File: src/common/irq_gate_pkg.sv
package irq_gate_pkg;
    localparam int REG_W = 16;
    localparam int ADDR_W = 4;
    // register word offsets (Avalon word addresses)
    localparam logic [3:0] OFS_PEND_LO = 4'h0;
    localparam logic [3:0] OFS_PEND_HI = 4'h1;
    localparam logic [3:0] OFS_EN_LO = 4'h2;
    localparam logic [3:0] OFS_EN_HI = 4'h3;
    localparam logic [3:0] OFS_TC_LO = 4'h4;
    localparam logic [3:0] OFS_TC_HI = 4'h5;
    localparam logic [3:0] OFS_CTRL = 4'h6;
    localparam logic [3:0] OFS_STATUS = 4'h7;
    // implemented bits: low registers bits 15..2, high registers 10..0
    localparam logic [15:0] LO_MASK = 16'hfffc;
    localparam logic [15:0] HI_MASK = 16'h07ff;
    localparam logic [15:0] ZERO16 = 16'h0000;
    localparam int BIT_BUS_FAULT = 8;
    localparam int BIT_TRACE_LOG = 9;
    localparam int BIT_OS_EVENT = 10;
    localparam int CTRL_SOFT_RESET = 0;
    localparam logic [31:0] UNMAPPED_READ = 32'h00000000;
    typedef enum logic [1:0] {
        BUS_IDLE = 2'b00,
        BUS_ACK = 2'b01
    } bus_state_t;
endpackage : irq_gate_pkg

File: src/irq_select.sv
`timescale 1ns/1ps
// per-vector gating of one 16-bit register group
module irq_select #(
    parameter int W = 16
) (
    input wire logic [W-1:0] pending,
    input wire logic [W-1:0] enable,
    input wire logic [W-1:0] tc_enable,
    input wire logic [W-1:0] valid_mask,
    input wire logic rt_halted,
    output logic [W-1:0] request
);
    always_comb begin
        if (rt_halted) begin
            request = pending & enable & tc_enable & valid_mask;
        end else begin
            request = pending & enable & valid_mask;
        end
    end
endmodule : irq_select

File: src/irq_gate.sv
// Design decisions made here: the Avalon-MM interface to the registers and the register addresses.
`timescale 1ns/1ps
// Functional notes
// pending flag reads 1 while pending
// writing 1 clears flag, 0 no effect
// enable bit 1 enables that interrupt
// hardware reset clears both enable registers
// software reset keeps enable registers
// software programs enables before unmasking globally
// high enable bits 10,9,8 os/trace/fault
// high enable bits 7..0 are vectors 23..16
// low enable bit n is vector n
// reserved bits read zero, read-only
// debug enables only matter while halted
// halted: need debug and normal enable
// debug enable registers read and write
// software reset keeps debug enables
// hardware reset clears debug enables
// software programs debug enables before use
// incoming request sets pending flag
// acknowledge clears pending flag
// device reset clears all pending flags
// request only when pending and enabled
module irq_gate #(
    parameter int W = 16
) (
    input wire logic SYS_CLK,
    input wire logic RESET,
    input wire logic [3:0] AVS_ADDRESS,
    input wire logic AVS_READ,
    input wire logic AVS_WRITE,
    input wire logic [31:0] AVS_WRITEDATA,
    input wire logic [3:0] AVS_BYTEENABLE,
    output logic [31:0] AVS_READDATA,
    output logic AVS_WAITREQUEST,
    input wire logic [W-1:0] IRQ_IN_LO,
    input wire logic [W-1:0] IRQ_IN_HI,
    input wire logic [W-1:0] ACK_LO,
    input wire logic [W-1:0] ACK_HI,
    input wire logic RT_HALTED,
    output logic [W-1:0] IRQ_OUT_LO,
    output logic [W-1:0] IRQ_OUT_HI
);
    logic [W-1:0] pend_lo;
    logic [W-1:0] pend_hi;
    logic [W-1:0] en_lo;
    logic [W-1:0] en_hi;
    logic [W-1:0] tc_lo;
    logic [W-1:0] tc_hi;
    logic [W-1:0] req_lo;
    logic [W-1:0] req_hi;
    logic [W-1:0] wdata;
    logic [W-1:0] bmask;
    logic [W-1:0] next_rdata;
    logic wr_now;
    logic rd_now;
    logic soft_reset_seen;
    logic [W-1:0] clr_lo;
    logic [W-1:0] clr_hi;
    logic [W-1:0] next_pend_lo;
    logic [W-1:0] next_pend_hi;
    irq_gate_pkg::bus_state_t bus_state;

    // byte enables expanded to a 16-bit lane mask
    function automatic logic [15:0] lane_mask(input logic [3:0] be);
        lane_mask = {{8{be[1]}}, {8{be[0]}}};
    endfunction : lane_mask

    // write-one-to-clear applied under lane mask
    function automatic logic [15:0] w1c_bits(input logic [15:0] d,
                                             input logic [15:0] m,
                                             input logic [15:0] v);
        w1c_bits = d & m & v;
    endfunction : w1c_bits

    assign wdata = AVS_WRITEDATA[15:0];
    assign bmask = lane_mask(AVS_BYTEENABLE);
    // every access takes one wait cycle, the answer comes in BUS_ACK
    assign wr_now = AVS_WRITE && (bus_state == irq_gate_pkg::BUS_ACK);
    assign rd_now = AVS_READ && (bus_state == irq_gate_pkg::BUS_ACK);

    always_ff @(posedge SYS_CLK or posedge RESET) begin
        if (RESET) begin
            bus_state <= irq_gate_pkg::BUS_IDLE;
        end else begin
            case (bus_state)
                irq_gate_pkg::BUS_IDLE: begin
                    if (AVS_READ || AVS_WRITE) begin
                        bus_state <= irq_gate_pkg::BUS_ACK;
                    end
                end
                irq_gate_pkg::BUS_ACK: begin
                    bus_state <= irq_gate_pkg::BUS_IDLE;
                end
                default: begin
                    bus_state <= irq_gate_pkg::BUS_IDLE;
                end
            endcase
        end
    end

    always_ff @(posedge SYS_CLK or posedge RESET) begin
        if (RESET) begin
            AVS_WAITREQUEST <= 1'b1;
        end else begin
            // low exactly during the acknowledge cycle
            AVS_WAITREQUEST <= !((bus_state == irq_gate_pkg::BUS_IDLE)
                                 && (AVS_READ || AVS_WRITE));
        end
    end

    // set wins over clear: a request arriving with a clear is kept
    always_comb begin
        clr_lo = ACK_LO;
        clr_hi = ACK_HI;
        if (wr_now && AVS_ADDRESS == irq_gate_pkg::OFS_PEND_LO) begin
            clr_lo = clr_lo | w1c_bits(wdata, bmask,
                                       irq_gate_pkg::LO_MASK);
        end
        if (wr_now && AVS_ADDRESS == irq_gate_pkg::OFS_PEND_HI) begin
            clr_hi = clr_hi | w1c_bits(wdata, bmask,
                                       irq_gate_pkg::HI_MASK);
        end
        next_pend_lo = ((pend_lo & ~clr_lo) | IRQ_IN_LO)
                       & irq_gate_pkg::LO_MASK;
        next_pend_hi = ((pend_hi & ~clr_hi) | IRQ_IN_HI)
                       & irq_gate_pkg::HI_MASK;
    end

    always_ff @(posedge SYS_CLK or posedge RESET) begin
        if (RESET) begin
            pend_lo <= irq_gate_pkg::ZERO16;
            pend_hi <= irq_gate_pkg::ZERO16;
        end else begin
            pend_lo <= next_pend_lo;
            pend_hi <= next_pend_hi;
        end
    end

    // enables: cleared by the hardware reset input or by writing zeros, not by the software reset strobe
    always_ff @(posedge SYS_CLK or posedge RESET) begin
        if (RESET) begin
            en_lo <= irq_gate_pkg::ZERO16;
            en_hi <= irq_gate_pkg::ZERO16;
        end else begin
            if (wr_now && AVS_ADDRESS == irq_gate_pkg::OFS_EN_LO) begin
                en_lo <= ((en_lo & ~bmask) | (wdata & bmask))
                         & irq_gate_pkg::LO_MASK;
            end
            if (wr_now && AVS_ADDRESS == irq_gate_pkg::OFS_EN_HI) begin
                en_hi <= ((en_hi & ~bmask) | (wdata & bmask))
                         & irq_gate_pkg::HI_MASK;
            end
        end
    end

    // time-critical (debug) enables
    always_ff @(posedge SYS_CLK or posedge RESET) begin
        if (RESET) begin
            tc_lo <= irq_gate_pkg::ZERO16;
            tc_hi <= irq_gate_pkg::ZERO16;
        end else begin
            if (wr_now && AVS_ADDRESS == irq_gate_pkg::OFS_TC_LO) begin
                tc_lo <= ((tc_lo & ~bmask) | (wdata & bmask))
                         & irq_gate_pkg::LO_MASK;
            end
            if (wr_now && AVS_ADDRESS == irq_gate_pkg::OFS_TC_HI) begin
                tc_hi <= ((tc_hi & ~bmask) | (wdata & bmask))
                         & irq_gate_pkg::HI_MASK;
            end
        end
    end

    // software reset strobe: records the event only; enable and
    // debug enable registers are deliberately untouched by it
    always_ff @(posedge SYS_CLK or posedge RESET) begin
        if (RESET) begin
            soft_reset_seen <= 1'b0;
        end else if (wr_now && AVS_ADDRESS == irq_gate_pkg::OFS_CTRL
                     && wdata[irq_gate_pkg::CTRL_SOFT_RESET]) begin
            soft_reset_seen <= 1'b1;
        end else if (wr_now && AVS_ADDRESS == irq_gate_pkg::OFS_STATUS) begin
            soft_reset_seen <= 1'b0;
        end
    end

    always_comb begin
        case (AVS_ADDRESS)
            irq_gate_pkg::OFS_PEND_LO: next_rdata = pend_lo;
            irq_gate_pkg::OFS_PEND_HI: next_rdata = pend_hi;
            irq_gate_pkg::OFS_EN_LO: next_rdata = en_lo;
            irq_gate_pkg::OFS_EN_HI: next_rdata = en_hi;
            irq_gate_pkg::OFS_TC_LO: next_rdata = tc_lo;
            irq_gate_pkg::OFS_TC_HI: next_rdata = tc_hi;
            irq_gate_pkg::OFS_STATUS: next_rdata = {14'h0000,
                                                   soft_reset_seen,
                                                   RT_HALTED};
            default: next_rdata = irq_gate_pkg::ZERO16;
        endcase
    end

    always_ff @(posedge SYS_CLK or posedge RESET) begin
        if (RESET) begin
            AVS_READDATA <= irq_gate_pkg::UNMAPPED_READ;
        end else if ((bus_state == irq_gate_pkg::BUS_IDLE) && AVS_READ) begin
            AVS_READDATA <= {16'h0000, next_rdata};
        end
    end

    irq_select #(
        .W(W)
    ) u_sel_lo (
        .pending(pend_lo),
        .enable(en_lo),
        .tc_enable(tc_lo),
        .valid_mask(irq_gate_pkg::LO_MASK),
        .rt_halted(RT_HALTED),
        .request(req_lo)
    );

    irq_select #(
        .W(W)
    ) u_sel_hi (
        .pending(pend_hi),
        .enable(en_hi),
        .tc_enable(tc_hi),
        .valid_mask(irq_gate_pkg::HI_MASK),
        .rt_halted(RT_HALTED),
        .request(req_hi)
    );

    // registered so the sequencer sees glitch-free request levels
    always_ff @(posedge SYS_CLK or posedge RESET) begin
        if (RESET) begin
            IRQ_OUT_LO <= irq_gate_pkg::ZERO16;
            IRQ_OUT_HI <= irq_gate_pkg::ZERO16;
        end else begin
            IRQ_OUT_LO <= req_lo;
            IRQ_OUT_HI <= req_hi;
        end
    end
endmodule : irq_gate

File: config.mk
export PLATFORM = sky130hd
export DESIGN_NAME = irq_gate
export DESIGN_NICKNAME = d
export VERILOG_FILES = /design/src/common/irq_gate_pkg.sv /design/src/irq_select.sv /design/src/irq_gate.sv
export SDC_FILE = /design/constraint.sdc
export NUM_CORES = 1
export LEC_CHECK = 0
export BUFFER_PORTS_ARGS = -buffer_cell sky130_fd_sc_hd__buf_4
export CORE_MARGIN = 2
export CORE_UTILIZATION = 45
export DETAILED_ROUTE_END_ITERATION = 10
export PLACE_DENSITY = 0.71
export SETUP_SLACK_MARGIN = 0.02
export SLEW_MARGIN = 30
export SYNTH_ARGS = -nofsm -noshare
export SYNTH_HDL_FRONTEND = slang
export SYNTH_HIERARCHICAL = 1
export SYNTH_SLANG_ARGS = --single-unit
File: constraint.sdc
create_clock -name SYS_CLK -period 4.6 [get_ports SYS_CLK]
set_input_delay 0.23 -clock SYS_CLK [delete_from_list [all_inputs] [get_ports SYS_CLK]]
set_output_delay 0.23 -clock SYS_CLK [all_outputs]
set_load 0.02 [all_outputs]
==> results of run 1 <==
==> worst max-delay path, stage by stage (launching register included) <==
cell and delay, ps:
dfrtp_1 510, nand2_1 240, nor2_4 180, and2_1 450, mux2_2 390
==> logic make-up after synthesis <==
kind of cell / after synthesis / synth area share
flip-flops: 126 / 0.5107
AND/OR/NAND/NOR: 117 / 0.1147
AO/OA/AOI/OAI: 107 / 0.1609
buffers and inverters: 96 / 0.08590
multiplexers: 70 / 0.1266
other: 2 / 0.001216
==> final cells by class <==
class | count | area share
Clock inverter | 8 | 0.01110
Clock buffer | 24 | 0.05934
Tap cell | 176 | 0.02713
Multi-Input combinational cell | 363 | 0.3379
Inverter | 61 | 0.02851
Timing Repair Buffer | 151 | 0.1475
Sequential cell | 126 | 0.3886
==> cells in the mapped netlist (2+ instances only) <==
| library cell | number |
|---|---|
| a21oi_1 | 18 |
| a21oi_4 | 20 |
| a221o_1 | 6 |
| a221oi_1 | 3 |
| a22o_1 | 4 |
| a22oi_1 | 11 |
| a31o_2 | 24 |
| a32oi_1 | 2 |
| and3_1 | 2 |
| buf_12 | 2 |
| buf_2 | 4 |
| buf_4 | 21 |
| buf_6 | 7 |
| conb_1 | 2 |
| dfrtp_1 | 125 |
| inv_1 | 61 |
| mux2_2 | 55 |
| mux2i_1 | 14 |
| nand2_1 | 38 |
| nand2b_1 | 2 |
| nand2b_4 | 2 |
| nand3_1 | 32 |
| nand3_2 | 2 |
| nand4_4 | 2 |
| nor2_1 | 16 |
| nor2_4 | 2 |
| nor2b_1 | 2 |
| nor2b_4 | 3 |
| nor3_1 | 2 |
| nor3_2 | 2 |
| nor3_4 | 2 |
| o21ai_0 | 6 |
| o22ai_1 | 5 |
| or3_1 | 3 |
==> metrics by stage <==
step / hold slack (ps) / total power [mW] / setup slack (ps) / cell area (µm²)
2_1_floorplan: 333.4 / 1.570 / 1016 / 6427
3_3_place_gp: 420.4 / 1.691 / 2608 / 7302
3_5_place_dp: 423.0 / 1.710 / 2583 / 7302
4_1_cts: 0.9842 / 3.026 / 2745 / 8104
5_1_grt: 8.940 / 3.131 / 2669 / 8118
6_report: -12.61 / 2.999 / 2707 / 8118
==> final timing paths <==
| kind | to | depth (start not counted) |
|---|---|---|
| setup / recovery | flip-flop | 4 |
| hold / removal | asynchronous set/reset pin | 3 |
| setup reg to reg | flip-flop | 4 |
| hold reg to reg | AVS_READDATA[15] | 2 |
| max in group asynchronous | pend_hi[6] | 3 |
| min in group SYS_CLK | pend_hi[10] | 2 |
==> routing by layer <==
layer / GRT usage / wire (µm) / vias up
met5: 0 / 0 / -
met2: 0.3546 / 7388 / 117
met1: 0.2593 / 6226 / 2251
met4: 0.07687 / 225 / 0
met3: 0.05639 / 811 / 19
li1: - / - / 2139
==> power by group through the flow <==
stage / clock, mW / combinational [mW] / sequential, mW
finish: 1.29 / 0.422 / 1.28
global route: 1.37 / 0.461 / 1.30
CTS: 1.32 / 0.425 / 1.28
detailed placement: 0 / 0.408 / 1.30
global placement: 0 / 0.397 / 1.29
floorplan: 0 / 0.265 / 1.30
==> flow_summary.toml, run 1 <==
[floorplanning]
ios = 174
core_mm2 = 0.01335
design.die.area_mm2 = 0.01468
die_h_um = 121.2
rows = 42
die_x_um = 121.2
start_util = 0.4627

[drt]
drt-total-wl_mm = 14.65
drc = 0
viasPerCell = 4.979
ant_nets = 0
drt-wirelength-per-cell_um = 16.12
vias = 4526
drtIter0Drc = 169
dr.pass1.iters = 4

[global_routing]
grt_pass1_vias = 4658
grt_usage = 0.2103
grt_max_degree = 73
antenna_found_initial = 0
grt_first_pass_wirelength_mm = 23.29
gr-total-overflow = 0

[layout]
fillers = 1115
finalCoreUtilization = 0.6082
final_cell_mix = "126 x buf_4, 125 x dfrtp_1, 69 x conb_1, 60 x inv_1, 55 x mux2_2"
syn2layout_area_growth_pct = 31.44
layout_commonest_cell = "buf_4"
ff_latch_area_mm2 = 0.003154
multiInputGateArea_mm2 = 0.002743
num_antenna_cells = 0
nets = 829
layoutNonFillerInstCount = 909
drive_gt1_frac = 0.3779

[timing]
setup-tns-final_ps = 0
min_period_ps = 1893
clock.fmax_ghz = 0.5282
setup_violations = 0
period_share = 0.4116
hold_slack_ps = -12.61
hold_viol = 25
slew_violations = 0
worstMarginPinSlew_ps = 766.8
slew_headroom = 0.4888
rsz0062_at_grt = "no"
fin_worst_skew_ps = 4.164

[yosys]
yosys_warnings = 6
synth_top_area_cell = "dfrtp_1"
avgSynthCellArea_um2 = 11.92
synth_ff_type = "dfrtp_1"
async_flop_share = 1.000
syn_area_mm2 = 0.006176
netlist_top_cells_area = "dfrtp_1 51%, mux2_2 10%, a21oi_4 5.3%"
synth_cell_types = 50
yosysSeqAreaShare = 0.5107
synth_top_area_frac = 0.5065
ys_seq_elements = 126
synth_edf_count = 0
synth_cells = 518

[critical_path]
r2r_slack_ps = 2710
arrival_ps = 2190
required_ps = 4900
r2r-start = "bus_state[0]"
start_kind = "flip-flop"
critical_path.max_fanout = 8
crit_path_end_kind = "flip-flop"
path_class = "flip-flop to flip-flop"
critPathLaunch = "bus_state[0]"

[clock_tree]
cts_inserted_buffers = 17
post_cts_buffers = 0
cts_resized = 0
cts-root-buf = "clkbuf_16"
clock_latency_ps = 420
cts_buffer_depth = 2
cts_tree = "built"
clk_pin_slew_worst_paths_ps = 50
htree_levels = 4
clock_sinks = 126
cts_hold_buf = 23

[power]
power_frac_comb = 0.141
p_seq_frac = 0.428
power.internal_mw = 2.244
p_sw_mw = 0.7546
ir_drop_uv = 284.4
clock_power_share = 0.431
leakagePower_nw = 3.848
switching_share = 0.2516
p_per_area_mw_per_mm2 = 369.4

[placed_design]
gp_congestion = 0.7877
dp.final_hpwl_mm = 10.15
dpl.cell_count = 853
numPortBuffers = 125

[job]
max_cap_violations = 0

[min_path]
hold_class = "input pin to asynchronous set/reset pin"

[outcome]
violations = "negative hold slack"
status = "finished, violations left"
Power figures use the tool's default switching activity.
==> run 2: changes to the inputs <==
--- a/config.mk
+++ b/config.mk
@@ -5,6 +5,7 @@
 export SDC_FILE = /design/constraint.sdc
 export NUM_CORES = 1
 export LEC_CHECK = 0
+export ABC_AREA = 1
 export BUFFER_PORTS_ARGS = -buffer_cell sky130_fd_sc_hd__buf_4
 export CORE_MARGIN = 2
 export CORE_UTILIZATION = 45
==> constraint.sdc (replaced) <==
create_clock -name SYS_CLK -period 1.8 [get_ports SYS_CLK]
set_input_delay 0.09 -clock SYS_CLK [delete_from_list [all_inputs] [get_ports SYS_CLK]]
set_output_delay 0.09 -clock SYS_CLK [all_outputs]
set_load 0.02 [all_outputs]
==> flow_summary.toml, run 2 <==
[clock_tree]
cts_tree = "built"
clock_sinks = 126
htree_levels = 4
cts_buffer_depth = 2
clk_pin_slew_worst_paths_ps = 60
clock_latency_ps = 420
cts-root-buf = "clkbuf_16"
cts_inserted_buffers = 17

[yosys]
avgSynthCellArea_um2 = 8.357
synth_xor_area_frac = 0
yosys_warnings = 6
synth-simple-area-share = 0.3098
synth_fa_ha_area_frac = 0
yosysMostFrequentCell = "nand2_1"
synth_ff_type = "dfrtp_1"
synth_edf_count = 0
synth_top_family_by_area = "simple AND/OR/NAND/NOR gates"
synthMuxAreaShare = 0
synth_cell_types = 26
synth_common_cells = "182 x nand2_1, 125 x dfrtp_1, 112 x nor2_1"
ys_seq_elements = 126
synth_top_area_cell = "dfrtp_1"
netlist_top_cells_area = "dfrtp_1 52%, nand2_1 11%, nand3_1 7.7%"
synth_compound_area_frac = 0.08189
synth_top_area_frac = 0.5170
async_flop_share = 1.000
yosysSeqAreaShare = 0.5213
synth_cells = 724
syn_area_mm2 = 0.006051

[min_path]
whs_path_depth = 3
hold_class = "input pin to flip-flop"

[global_routing]
gr-total-overflow = 0
grt_first_pass_wirelength_mm = 27.12
grt_max_degree = 127
use_met3 = 0.05608
top_usage_layer = "met2"
grt_use_met1 = 0.3107
grt_pass1_vias = 5409
antenna_found_initial = 0
grt_usage = 0.2473
met2_usage = 0.4219

[critical_path]
rr_worst_depth = 6
start_kind = "flip-flop"
crit_path_end_kind = "flip-flop"
required_ps = 2100
path_class = "flip-flop to flip-flop"
critical_path.max_fanout = 4
arrival_ps = 2010

[drt]
drt-total-wl_mm = 16.50
drtIter0Drc = 342
dr.pass1.iters = 7
ant_nets = 0
vias = 5404
drt-wirelength-per-cell_um = 14.20
viasPerCell = 4.651
drc = 0

[timing]
setup-tns-final_ps = 0
rsz0062_at_grt = "no"
slew_violations = 0
clock.fmax_ghz = 0.5845
fin_worst_skew_ps = 4.660
hold_viol = 0
min_period_ps = 1711
setup_ws_ps = 89.08
worstMarginPinSlew_ps = 704.3
hold_slack_ps = 9.861
slew_headroom = 0.5305
setup_violations = 0
period_share = 0.9505

[layout]
num_antenna_cells = 0
postLayoutCellArea_mm2 = 0.008573
layout_commonest_cell = "nand2_1"
syn2layout_area_growth_pct = 41.69
drive_gt1_frac = 0.2353
nets = 1082
final_cell_mix = "181 x nand2_1, 136 x buf_4, 125 x dfrtp_1, 112 x nor2_1, 93 x nand3_1"

[floorplanning]
core_mm2 = 0.01319
rows = 42
design.die.area_mm2 = 0.01439
ios = 174
start_util = 0.4587
die_x_um = 120.0
die_h_um = 120.0

[job]
max_cap_violations = 0

[power]
p_per_area_mw_per_mm2 = 941.1
ir_drop_uv = 658.5
leakagePower_nw = 4.547

[placed_design]
dp.final_hpwl_mm = 10.32
place_area_mm2 = 0.007301
place_worst_setup_slack_ps = 170.9
gp_congestion = 0.8187
numPortBuffers = 125

[outcome]
status = "complete, no violations"
-- run 2: cell types whose count changed after synthesis, moves of 9 or more --
cell	change
a21oi_1	-18
nand3_1	+61
a31o_2	-24
mux2_2	-55
o21ai_1	+15
nand2_1	+144
nand3b_1	+10
a21o_1	+9
mux2i_1	-14
nor2_1	+96
a22oi_1	-11
o21ai_2	+30
a21oi_4	-20
-- run 2: final timing paths --
check                                  from                    endpoint  slack (ps)
max                            bus_state[0]                  pend_hi[2]          90
min                        AVS_WRITEDATA[6]                   flip-flop          10
max reg2reg                    bus_state[0]                  pend_hi[2]          90
min reg2reg                AVS_READDATA[11]            AVS_READDATA[11]         480
max in group asynchronous             RESET  asynchronous set/reset pin         850
min in group asynchronous             RESET               IRQ_OUT_HI[5]         390
-- run 2: cell type report --
type                            count  area [µm²]
Fill cell                        1139        4617
Sequential cell                   126        3154
Multi-Input combinational cell    560        2636
Timing Repair Buffer              200        1672
Clock buffer                       20       466.7
Inverter                           68       259.0
Tap cell                          176       220.2
Clock inverter                     12       165.2
-- run 2: kinds of logic after synthesis --
kind of cell	after synthesis
and+or+nand+nor	422
DFF	126
buffers and inverters	105
AOI/OAI and AO/OA	69
other	2
-- run 2: metrics by stage --
step,total power [mW],instances,utilization
after floorplan,3.938,791,-
after global placement,4.307,1066,0.5535
after detailed placement,4.332,1066,0.5535
after CTS,8.102,1161,0.6492
after global routing,8.419,1162,0.6500
final,8.068,1162,0.6500
-- run 2: timing repair --
action | in CTS | in global routing
endpoints found under the setup margin | 0 | 4
hold buffers | 63 | 0
resized for setup | 0 | 1
buffers inserted | 0 | 1
hold endpoints to repair | 175 | 0
-- run 2: worst max-delay path, cell delays in order, from the launching register on --
cell and delay, ps:
dfrtp_1 390, nand2_2 130, nor2_4 190, nand2_1 110, nand3b_1 120, nand2_1 80, dlygate4sd3_1 570
-- run 2: power breakdown --
group	internal (mW)	switching (mW)	total [mW]	leakage, nW
Sequential	3.09	0.194	3.29	1.64
Combinational	0.496	0.628	1.12	2.60
Clock	2.41	1.25	3.66	0.311
Total	6.00	2.07	8.07	4.55
-- run 2: per-layer routing --
metal | part of all wire | vias up
met1 | 0.42 | 2493
met4 | 0.014 | 0
met2 | 0.50 | 175
li1 | - | 2718
met5 | 0 | -
met3 | 0.058 | 18
